--- src/design/cpulb_pkg.sv ---
// Purpose: Shared constants and types for the local bus lane steering block
// Assumes: 24-bit address, 16-bit data, one 100 MHz clock domain
// Notes:   Status codes are packed {code, mem_io, status_hi, status_lo}
package cpulb_pkg;

    // ****************************************************************
    // Widths and address limits
    // ****************************************************************
    localparam int ADDR_W = 24;
    localparam int DATA_W = 16;
    localparam int VEC_W = 8;
    localparam int SYNC_STAGES = 3;
    localparam logic [23:0] REAL_ADDR_MASK = 24'h0f_ffff; // 1 megabyte
    localparam logic [23:0] PROT_ADDR_MASK = 24'hff_ffff; // 16 megabytes
    localparam logic [23:0] IO_ADDR_MASK = 24'h00_ffff;   // 64K ports
    localparam logic [23:0] HALT_ADDR = 24'h00_0002;      // Bit 1 set
    localparam logic [23:0] SHUTDOWN_ADDR = 24'h00_0000;  // Bit 1 clear
    localparam logic [23:0] ADDR_ONE = 24'h00_0001;
    localparam logic [7:0] NMI_VECTOR = 8'h02;
    localparam logic [15:0] DATA_RESET = 16'h0000;
    localparam logic [23:0] ADDR_RESET = 24'h00_0000;

    // ****************************************************************
    // Cycle status encodings {code, mem_io, status_hi, status_lo}
    // ****************************************************************
    localparam logic [3:0] STAT_PASSIVE = 4'h3;
    localparam logic [3:0] STAT_MEM_RD = 4'h6;
    localparam logic [3:0] STAT_IO_RD = 4'h2;
    localparam logic [3:0] STAT_FETCH = 4'he;
    localparam logic [3:0] STAT_MEM_WR = 4'h5;
    localparam logic [3:0] STAT_IO_WR = 4'h1;
    localparam logic [3:0] STAT_INT_ACK = 4'h0;
    localparam logic [3:0] STAT_HALT = 4'h4;

    // ****************************************************************
    // Types
    // ****************************************************************
    typedef enum logic [2:0] {
        CYC_MEM_RD = 3'h0,
        CYC_IO_RD = 3'h1,
        CYC_FETCH = 3'h2,
        CYC_MEM_WR = 3'h3,
        CYC_IO_WR = 3'h4,
        CYC_INT_ACK = 3'h5,
        CYC_HALT = 3'h6,
        CYC_SHUTDOWN = 3'h7
    } cpulb_cyc_t;

    typedef enum logic [2:0] {
        ST_IDLE = 3'b001,
        ST_STATUS = 3'b010,
        ST_WAIT = 3'b100
    } cpulb_state_t;

    typedef struct packed {
        logic code_or_int_ack_status;
        logic mem_or_io;
        logic cycle_status_hi;
        logic cycle_status_lo;
    } cpulb_stat_t;

    typedef struct packed {
        logic valid;
        cpulb_cyc_t kind;
        logic word;
        logic [23:0] addr;
        logic [15:0] wdata;
    } cpulb_req_t;

    typedef struct packed {
        logic done;
        logic low_discarded;
        logic [15:0] rdata;
    } cpulb_ans_t;

endpackage

--- src/design/cpulb_lane_steer.sv ---
// Purpose: Bus unit addressing, cycle status and byte-lane steering
// Assumes: One request at a time from the internal units; ready is
//          an active-low pin sampled through a three-stage synchroniser
// Notes:   Data pins pass the same synchroniser depth as ready, so a
//          captured word is aligned with the ready that qualifies it
`timescale 1ns/1ps

module cpulb_lane_steer
    import cpulb_pkg::*;
(
    input wire logic clk,
    input wire logic rst_n,
    input wire logic protected_mode,
    input wire cpulb_req_t req,
    output logic req_ready,
    output cpulb_ans_t ans,
    output logic [23:0] addr_out,
    output logic upper_lane_enable_n,
    output cpulb_stat_t stat_out,
    output logic [15:0] data_out,
    output logic [1:0] data_oe,
    input wire logic [15:0] data_in,
    input wire logic bus_ready_n,
    input wire logic nmi_pin,
    input wire logic maskable_request,
    input wire logic int_enable,
    input wire logic iret_done,
    output logic nmi_take,
    output logic maskable_take,
    output logic [7:0] int_vector,
    output logic [23:0] vector_ptr
);

    // ****************************************************************
    // Pin synchronisers: data, ready, nmi, maskable request
    // ****************************************************************
    localparam int PIN_W = 19;
    logic [PIN_W-1:0] pin_raw;
    logic [PIN_W-1:0] stage1_reg, s2_reg, s3_reg, filt_reg;
    logic [PIN_W-1:0] filt_next;

    assign pin_raw = {maskable_request, nmi_pin, bus_ready_n, data_in};

    // A level only counts once the last two stages agree
    genvar gi;
    generate
        for (gi = 0; gi < PIN_W; gi++) begin : g_pin
            always_comb begin
                filt_next[gi] = (s2_reg[gi] == s3_reg[gi]) ? s3_reg[gi]
                                                          : filt_reg[gi];
            end
        end
    endgenerate

    // Sync ready resets inactive (high), other pins low
    always_ff @(posedge clk or negedge rst_n) begin
        if (!rst_n) begin
            stage1_reg <= 19'h1_0000;
            s2_reg <= 19'h1_0000;
            s3_reg <= 19'h1_0000;
            filt_reg <= 19'h1_0000;
        end else begin
            stage1_reg <= pin_raw;
            s2_reg <= stage1_reg;
            s3_reg <= s2_reg;
            filt_reg <= filt_next;
        end
    end

    logic [15:0] lane_data;
    logic ready_seen;
    logic nmi_lvl, irq_lvl;
    assign lane_data = filt_reg[15:0];
    assign ready_seen = ~filt_reg[16];
    assign nmi_lvl = filt_reg[17];
    assign irq_lvl = filt_reg[18];

    // ****************************************************************
    // Bus cycle sequencer
    // ****************************************************************
    cpulb_state_t state_reg, state_next;
    logic [23:0] addr_reg, addr_next;
    logic hi_en_n_reg, hi_en_n_next;
    logic [3:0] stat_reg, stat_next;
    logic [3:0] cyc_stat_reg, cyc_stat_next;
    logic [15:0] dout_reg, dout_next;
    logic [1:0] oe_reg, oe_next;
    logic split_reg, split_next;
    logic second_reg, second_next;
    logic wr_reg, wr_next;
    logic odd_fetch_reg, odd_fetch_next;
    logic [7:0] hi_byte_reg, hi_byte_next;
    logic ack_cyc_reg, ack_cyc_next;
    cpulb_ans_t ans_reg, ans_next;
    logic [23:0] mapped;
    logic [3:0] code;
    logic is_wr, is_word;

    assign req_ready = (state_reg == ST_IDLE);

    // Status code and address map of the incoming request
    always_comb begin
        mapped = req.addr & (protected_mode ? PROT_ADDR_MASK
                                            : REAL_ADDR_MASK);
        is_wr = 1'b0;
        is_word = req.word;
        case (req.kind)
            CYC_MEM_RD: code = STAT_MEM_RD;
            CYC_IO_RD: begin
                code = STAT_IO_RD;
                mapped = req.addr & IO_ADDR_MASK;
            end
            CYC_FETCH: begin
                code = STAT_FETCH;
                is_word = 1'b1;
            end
            CYC_MEM_WR: begin
                code = STAT_MEM_WR;
                is_wr = 1'b1;
            end
            CYC_IO_WR: begin
                code = STAT_IO_WR;
                is_wr = 1'b1;
                mapped = req.addr & IO_ADDR_MASK;
            end
            CYC_INT_ACK: begin
                code = STAT_INT_ACK;
                is_word = 1'b0;
                mapped = SHUTDOWN_ADDR;
            end
            CYC_HALT: begin
                code = STAT_HALT;
                is_word = 1'b0;
                mapped = HALT_ADDR;
            end
            CYC_SHUTDOWN: begin
                code = STAT_HALT;
                is_word = 1'b0;
                mapped = SHUTDOWN_ADDR;
            end
            default: code = STAT_PASSIVE;
        endcase
    end

    // Next-state logic for the sequencer and lane steering
    always_comb begin
        state_next = state_reg;
        addr_next = addr_reg;
        hi_en_n_next = hi_en_n_reg;
        stat_next = STAT_PASSIVE;
        cyc_stat_next = cyc_stat_reg;
        dout_next = dout_reg;
        oe_next = oe_reg;
        split_next = split_reg;
        second_next = second_reg;
        wr_next = wr_reg;
        odd_fetch_next = odd_fetch_reg;
        hi_byte_next = hi_byte_reg;
        ack_cyc_next = ack_cyc_reg;
        ans_next = ans_reg;
        ans_next.done = 1'b0;
        case (state_reg)
            ST_IDLE: begin
                if (req.valid) begin
                    state_next = ST_STATUS;
                    stat_next = code;
                    cyc_stat_next = code;
                    wr_next = is_wr;
                    second_next = 1'b0;
                    ack_cyc_next = (req.kind == CYC_INT_ACK);
                    odd_fetch_next = (req.kind == CYC_FETCH) & mapped[0];
                    hi_byte_next = req.wdata[15:8];
                    ans_next.rdata = DATA_RESET;
                    ans_next.low_discarded = 1'b0;
                    addr_next = mapped;
                    split_next = 1'b0;
                    if (req.kind == CYC_FETCH) begin
                        addr_next = {mapped[23:1], 1'b0};
                        hi_en_n_next = 1'b0;
                    end else if (is_word && !mapped[0]) begin
                        hi_en_n_next = 1'b0;
                        dout_next = req.wdata;
                    end else if (mapped[0]) begin
                        hi_en_n_next = 1'b0;
                        split_next = is_word;
                        dout_next = {req.wdata[7:0], req.wdata[7:0]};
                    end else begin
                        hi_en_n_next = 1'b1;
                        dout_next = req.wdata;
                    end
                end
            end
            ST_STATUS: begin
                // Write data lanes follow the address bit and upper enable
                oe_next[0] = wr_reg & ~addr_reg[0];
                oe_next[1] = wr_reg & ~hi_en_n_reg;
                state_next = ST_WAIT;
            end
            ST_WAIT: begin
                if (ready_seen) begin
                    oe_next = 2'b00;
                    // Gather read bytes into the internal halves
                    if (!wr_reg) begin
                        if (odd_fetch_reg) begin
                            ans_next.rdata = {8'h00, lane_data[15:8]};
                            ans_next.low_discarded = 1'b1;
                        end else if (!addr_reg[0] && !hi_en_n_reg) begin
                            ans_next.rdata = lane_data;
                        end else if (addr_reg[0]) begin
                            ans_next.rdata = {8'h00, lane_data[15:8]};
                        end else if (second_reg) begin
                            ans_next.rdata[15:8] = lane_data[7:0];
                        end else begin
                            ans_next.rdata = {8'h00, lane_data[7:0]};
                        end
                    end
                    if (split_reg) begin
                        // Second half of an odd word: next byte, low lane
                        split_next = 1'b0;
                        second_next = 1'b1;
                        addr_next = addr_reg + ADDR_ONE;
                        hi_en_n_next = 1'b1;
                        dout_next = {hi_byte_reg, hi_byte_reg};
                        stat_next = cyc_stat_reg;
                        state_next = ST_STATUS;
                    end else begin
                        ans_next.done = 1'b1;
                        state_next = ST_IDLE;
                    end
                end
            end
            default: state_next = ST_IDLE;
        endcase
    end

    always_ff @(posedge clk or negedge rst_n) begin
        if (!rst_n) begin
            state_reg <= ST_IDLE;
            addr_reg <= ADDR_RESET;
            hi_en_n_reg <= 1'b1;
            stat_reg <= STAT_PASSIVE;
            cyc_stat_reg <= STAT_PASSIVE;
            dout_reg <= DATA_RESET;
            oe_reg <= 2'b00;
            split_reg <= 1'b0;
            second_reg <= 1'b0;
            wr_reg <= 1'b0;
            odd_fetch_reg <= 1'b0;
            hi_byte_reg <= 8'h00;
            ack_cyc_reg <= 1'b0;
            ans_reg <= '0;
        end else begin
            state_reg <= state_next;
            addr_reg <= addr_next;
            hi_en_n_reg <= hi_en_n_next;
            stat_reg <= stat_next;
            cyc_stat_reg <= cyc_stat_next;
            dout_reg <= dout_next;
            oe_reg <= oe_next;
            split_reg <= split_next;
            second_reg <= second_next;
            wr_reg <= wr_next;
            odd_fetch_reg <= odd_fetch_next;
            hi_byte_reg <= hi_byte_next;
            ack_cyc_reg <= ack_cyc_next;
            ans_reg <= ans_next;
        end
    end

    assign addr_out = addr_reg;
    assign upper_lane_enable_n = hi_en_n_reg;
    assign stat_out = stat_reg;
    assign data_out = dout_reg;
    assign data_oe = oe_reg;
    assign ans = ans_reg;

    // ****************************************************************
    // Hardware interrupt requests and vectors
    // ****************************************************************
    logic nmi_prev_reg, nmi_prev_next;
    logic nmi_busy_reg, nmi_busy_next;
    logic nmi_saved_reg, nmi_saved_next;
    logic nmi_take_reg, nmi_take_next;
    logic [7:0] vec_reg, vec_next;
    logic [23:0] ptr_reg, ptr_next;
    logic nmi_rise, ack_done;

    assign nmi_rise = nmi_lvl & ~nmi_prev_reg;
    assign ack_done = ans_next.done & ack_cyc_reg;

    // A second NMI during service is held until the return; a new
    // edge in the return cycle still counts (set beats clear)
    always_comb begin
        nmi_prev_next = nmi_lvl;
        nmi_take_next = 1'b0;
        nmi_busy_next = nmi_busy_reg;
        nmi_saved_next = nmi_saved_reg;
        vec_next = vec_reg;
        if (iret_done) begin
            nmi_busy_next = 1'b0;
        end
        if (nmi_rise && nmi_busy_reg && !iret_done) begin
            nmi_saved_next = 1'b1;
        end else if ((nmi_rise || nmi_saved_reg) &&
                     (!nmi_busy_reg || iret_done)) begin
            nmi_take_next = 1'b1;
            nmi_busy_next = 1'b1;
            nmi_saved_next = 1'b0;
            vec_next = NMI_VECTOR;
        end else if (ack_done) begin
            vec_next = ans_next.rdata[7:0];
        end
        // Pointer table: 4-byte entries in real, 8-byte in protected
        ptr_next = protected_mode ? {13'h0000, vec_next, 3'h0}
                                  : {14'h0000, vec_next, 2'h0};
    end

    always_ff @(posedge clk or negedge rst_n) begin
        if (!rst_n) begin
            nmi_prev_reg <= 1'b0;
            nmi_busy_reg <= 1'b0;
            nmi_saved_reg <= 1'b0;
            nmi_take_reg <= 1'b0;
            vec_reg <= 8'h00;
            ptr_reg <= ADDR_RESET;
        end else begin
            nmi_prev_reg <= nmi_prev_next;
            nmi_busy_reg <= nmi_busy_next;
            nmi_saved_reg <= nmi_saved_next;
            nmi_take_reg <= nmi_take_next;
            vec_reg <= vec_next;
            ptr_reg <= ptr_next;
        end
    end

    // Masked request is simply withheld; held off while NMI in service
    assign maskable_take = irq_lvl & int_enable & ~nmi_busy_reg;
    assign nmi_take = nmi_take_reg;
    assign int_vector = vec_reg;
    assign vector_ptr = ptr_reg;
endmodule

--- config.mk ---
export PLATFORM = sky130hd
export DESIGN_NAME = cpulb_lane_steer
export DESIGN_NICKNAME = d
export VERILOG_FILES = /design/src/design/cpulb_pkg.sv /design/src/design/cpulb_lane_steer.sv
export SDC_FILE = /design/constraint.sdc
export NUM_CORES = 1
export LEC_CHECK = 0
export ABC_CLOCK_PERIOD_IN_PS = 2400
export BUFFER_PORTS_ARGS = -buffer_cell sky130_fd_sc_hd__buf_2
export CAP_MARGIN = 20
export CORE_MARGIN = 1
export CORE_UTILIZATION = 49
export DETAILED_ROUTE_END_ITERATION = 6
export PLACE_DENSITY = 0.77
export SLEW_MARGIN = 20
export SYNTH_ARGS = -nofsm -noshare
export SYNTH_HDL_FRONTEND = slang
export SYNTH_SLANG_ARGS = --single-unit
--- constraint.sdc ---
create_clock -name clk -period 2.4 [get_ports clk]
set_clock_uncertainty 0.15 [all_clocks]
set_input_delay 0.48 -clock clk [delete_from_list [all_inputs] [get_ports clk]]
set_output_delay 0.48 -clock clk [all_outputs]
set_load 0.02 [all_outputs]
Word level (Yosys, flattened, before mapping)
Index checks and enable logic that the tools add are counted.
{ "word_totals": {"ff_bits": 184, "out_inout_bits": 100, "wordCells": 187} }
{ "classes": {"n_addsub": 1, "n_eq_ne": 35, "n_mux": 65, "bitwise": 12, "reduce_logical": 29} }
{ "ops": {"columns": ["op", "count"], "rows": [
  ["16-bit two-way mux", 9],
  ["24-bit two-way mux", 4],
  ["24-bit case mux with 3 select lines", 1],
  ["24-bit case mux with 2 select lines", 1],
  ["8-bit two-way mux", 5],
  ["17-bit two-way mux", 2],
  ["17-bit case mux with 2 select lines", 1],
  ["16-bit case mux with 2 select lines", 1],
  ["4-bit case mux with 7 select lines", 1],
  ["24-bit by 1-bit adder with 24-bit output (second input constant)", 1],
  ["24-bit bitwise AND", 1],
  ["1-bit two-way mux", 24],
  ["1-bit == test", 19],
  ["18-bit two-way mux", 1],
  ["3-bit == test (second input constant)", 5],
  ["4-bit two-way mux", 3],
  ["2-bit != test (second input constant)", 6],
  ["11-bit two-way mux", 1],
  ["5-bit AND reduction", 2],
  ["3-bit by 2-bit == test with 1-bit output (second input constant)", 3],
  ["3-bit case mux with 3 select lines", 1],
  ["1-bit case mux with 2 select lines", 4],
  ["4-bit case mux with 2 select lines", 1],
  ["4-bit AND reduction", 2],
  ["15 further kinds", 43]
]} }

Logic depth before layout (Yosys ltp)
{ "logic_depth": {"ltp_word": 12, "mapped_depth": 8, "ltp_nobuf": 6} }

Worst setup path before layout
No wires, ideal clock.
{ "synth_path": {"path_kind": "register to register", "startpoint": "register state_reg[0]", "endpoint": "register dout_reg[12] (netlist: data_out[12])", "setup_time_ps": 125, "arrival_time_ps": 2219, "required_time_ps": 2125, "setup_slack_ps": -94, "path_stages_with_launch": 6, "period_less_slack_ps": 2494, "cell_sequence": "dfstp_2 -> buf_6 -> nor3b_1 -> a31oi_2 -> buf_2 -> mux2_2"} }
{ "synth_via": {"elab_chain_len": 3, "word_cells_on_any_way": 9} }
{ "synth_lines": {"columns": ["item", "line_no", "source"], "rows": [
  ["from (decl)", "cpulb_lane_steer.sv:81", "cpulb_state_t state_reg, state_next;"],
  ["from (signal assigned)", "cpulb_lane_steer.sv:253", "state_reg <= state_next;"],
  ["3-bit by 1-bit == test with 1-bit output (*)", null, null],
  ["named net req_ready", "cpulb_lane_steer.sv:15", "output logic req_ready,"],
  ["2-bit != test (no line) or 2-bit nonzero test (tied branches)", null, null],
  ["5-bit AND reduction (no line)", null, null],
  ["to (signal assigned)", "cpulb_lane_steer.sv:258", "dout_reg <= dout_next;"],
  ["to (decl)", "cpulb_lane_steer.sv:86", "logic [15:0] dout_reg, dout_next;"]
]} }
The timed path passes the listed nets; every way through them passes the cells marked *.
A chain may end at the register's enable or synchronous reset.

Worst setup path after layout
{ "layout_path": {"startpoint": "register state_reg[0]", "endpoint": "output req_ready"} }
{ "layout_via": {"elab_chain_len": 1} }
{ "layout_lines": {"columns": ["item", "line_no", "source"], "rows": [
  ["3-bit by 1-bit == test with 1-bit output", "cpulb_lane_steer.sv:99", "assign req_ready = (state_reg == ST_IDLE);"],
  ["to (decl)", "cpulb_lane_steer.sv:15", null]
]} }
No other way between the ends.

==> flow_summary.toml <==
[routing]
drcViolationCount = 26
wl_mm = 16.83
wl_per_cell_um = 16.15
drtPass1Iterations = 7
drt-vias-per-instance = 5.406
ant_nets = 0
first_iter_violations = 327
num_vias = 5633

[layout]
post-route-util = 0.6363
fillCellCount = 1152
drive_gt1_frac = 0.2987
syn2layout_area_growth_pct = 26.22
largest_reg_flops = 24
fin_nets = 914
stdcell_area_um2 = 9318

[pwr]
ir_drop_uv = 589.9
p_per_area_nw_per_um2 = 1058
seqPwrFrac = 0.430
p_comb_frac = 0.292
power_leakage_nw = 4.396
swShare = 0.3685
clock_power_share = 0.278
intPower_mw = 6.226
switchingPower_mw = 3.634

[synth]
ys_ff_latch = 182
netlist_instances = 659
ys_warn_count = 0
synth_top_area_frac = 0.5831
synth_most_common_cell = "dfrtp_1"
syn_avg_cell_area_um2 = 11.20
ys_types = 63
synth-async-reset-ratio = 1.000
synth_common_cells = "dfrtp_1, nand2_1, o21ai_0, a21oi_1, nor2_1"
ys.flop_type = "dfrtp_1"
synthesis.area_um2 = 7382
ys_seq_area_frac = 0.6186
synth_area_leader_cell = "dfrtp_1"
synth_edf_count = 0
ys_top_cells_by_area = "dfrtp_1, nand2_1, o21ai_0, dfstp_2, a21oi_1"

[outcome]
violations = "DRC"
status = "complete, but fails checks"

[die]
die_y_um = 124.7
initial_core_util = 0.5041
coreArea_um2 = 14640
fp.dieW_um = 124.7
ioPinCount = 169
row_count = 44
die_area_um2 = 15560

[worst_setup_path]
crit_chain = "nor3b_4, buf_2"
cp_max_fo = 9
crit_arrival_ns = 1.65
crit_path_top_delay_cell = "dfstp_2"
critical_path_class = "reg2out"
critPathLaunchType = "flip-flop"
crit_required_ns = 1.77
worstSetupEndpointType = "primary output"
worst_path_largest_cell_delay_ns = 0.63

[global_route]
grt_util_met1 = 0.3049
track_usage = 0.2273
grtUsageMet2 = 0.3586
grt_max_degree = 61
grt_pass1_vias = 5491
antenna_found_initial = 1
busiest_layer = "met2"
grt_pass1_wl_mm = 27.86
grt_util_met3 = 0.04639
grt_overflow_total = 0

[place]
io_buffers = 153
place_area_um2 = 8449
dpl.hpwl_mm = 11.88
place_congestion = 0.8539

[cts]
cts_buffers = 17
clk_pin_slew_worst_paths_ns = 0.07
clock_path_buffers = 2
clk_latency_ns = 0.43
cts_tree = "built"
htreeDepth = 4
cts_num_sinks = 182
root_buffer = "clkbuf_16"

[timing]
holdWs_ns = 0.1144
worst_pin_slew_ns = 0.7658
setup_tns_ns = 0
slew_viol_final = 0
setup_viol = 0
hold_viol_final = 0
max_slew_margin = 0.4876
timing.fmax_ghz = 0.4388
min_period_over_period = 0.9495
fin_crit_ns = 2.279
rsz0062_at_grt = "no"

[run]
cap_viol_max_count = 0

[min_path]
hp-class = "in2reg"
[area by class of cell]
cell class	instances	area [um^2]	area share
clock buffer	17	425.4	0.04566
tap	184	230.2	0.02471
timing repair buffer	201	1232	0.1323
inverter	18	67.56	0.007251
antenna	1	2.502	0.0002686
multi-input combinational	424	2619	0.2811
sequential	182	4567	0.4901
clock inverter	15	173.9	0.01867
[what timing repair did]
action	in CTS	in global routing
endpoints found under the hold margin	60	0
endpoints found under the setup margin	1	12
gates resized for setup	1	8
buffers inserted	0	1
hold buffers	20	0
pin swaps	0	3
[power by group through the flow]
stage	Clock, mW	Combinational [mW]	Sequential (mW)
2_1_floorplan	0	1.43	4.60
3_3_place_gp	0	2.77	4.25
3_5_place_dp	0	2.82	4.28
4_1_cts	2.80	2.86	4.23
5_1_grt	2.92	3.15	4.32
6_report	2.74	2.88	4.24
[path summary, 6_finish.rpt]
kind,end,slack (ns),depth (start not counted),startpoint
max,req_ready,0.12,2,state_reg[0]$_DFFE_PN1P_
min,hi_byte_reg[4]$_DFFE_PN0P_,0.11,3,req[12]
max reg2reg,vector_ptr[10]$_DFF_PN0_,0.13,6,state_reg[0]$_DFFE_PN1P_
min reg2reg,s2_reg[18]$_DFF_PN0_,0.20,0,stage1_reg[18]$_DFF_PN0_
max in group asynchronous,stage1_reg[16]$_DFF_PN1_,1.00,3,rst_n
min in group asynchronous,stage1_reg[0]$_DFF_PN0_,0.40,2,rst_n
[placed cells by master, fill, tap and decap left out, types with 5 or more instances in the layout]
| master | n |
|---|---|
| dfrtp_1 | 172 |
| buf_2 | 152 |
| nand2_1 | 81 |
| o21ai_0 | 54 |
| a21oi_1 | 49 |
| nor2_1 | 32 |
| buf_4 | 24 |
| dlygate4sd3_1 | 20 |
| maj3_1 | 19 |
| inv_1 | 18 |
| clkbuf_16 | 17 |
| mux2i_1 | 15 |
| conb_1 | 15 |
| nor3_1 | 12 |
| nor2b_1 | 11 |
| a31oi_1 | 11 |
| nand4_1 | 10 |
| mux2_2 | 10 |
| dfstp_2 | 10 |
| a22oi_1 | 8 |
| nand3_1 | 8 |
| nand2b_1 | 7 |
| o21a_1 | 7 |
| and2_1 | 6 |
| a221oi_2 | 5 |
| a32oi_1 | 5 |
[worst max-delay path: cells and delay by family (launching register included)]
kind          cells  cell delay [ns]
simple gates      1             0.35
buf+inv           1             0.24
flops             1             0.63
[through the flow]
| step | power [mW] | std cells | setup slack (ns) |
|---|---|---|---|
| detailed placement | 7.096 | 988 | 0.04086 |
| floorplan | 6.033 | 673 | 0.1504 |
| global route | 10.39 | 1042 | 0.01819 |
| CTS | 9.894 | 1040 | 0.01808 |
| global placement | 7.021 | 988 | 0.07362 |
| finish | 9.860 | 1042 | 0.1212 |
[per-layer routing]
metal | part of all wire | wire length, um
met1 | 0.44 | 7433
met2 | 0.49 | 8190
met4 | 0.019 | 320
met5 | 0 | 0
met3 | 0.053 | 885
[logic make-up (layout without fill, tap and decap cells)]
group / after synthesis / after routing / synth area share
DFF: 182 / 182 / 0.6186
other: 1 / 16 / 0.0005080
adders and majority gates: 20 / 20 / 0.02746
and+or+nand+nor: 194 / 194 / 0.1312
AOI/OAI and AO/OA: 170 / 170 / 0.1434
buffers and inverters: 67 / 251 / 0.04322
muxes: 25 / 25 / 0.03559
Power figures use the tool's default switching activity.
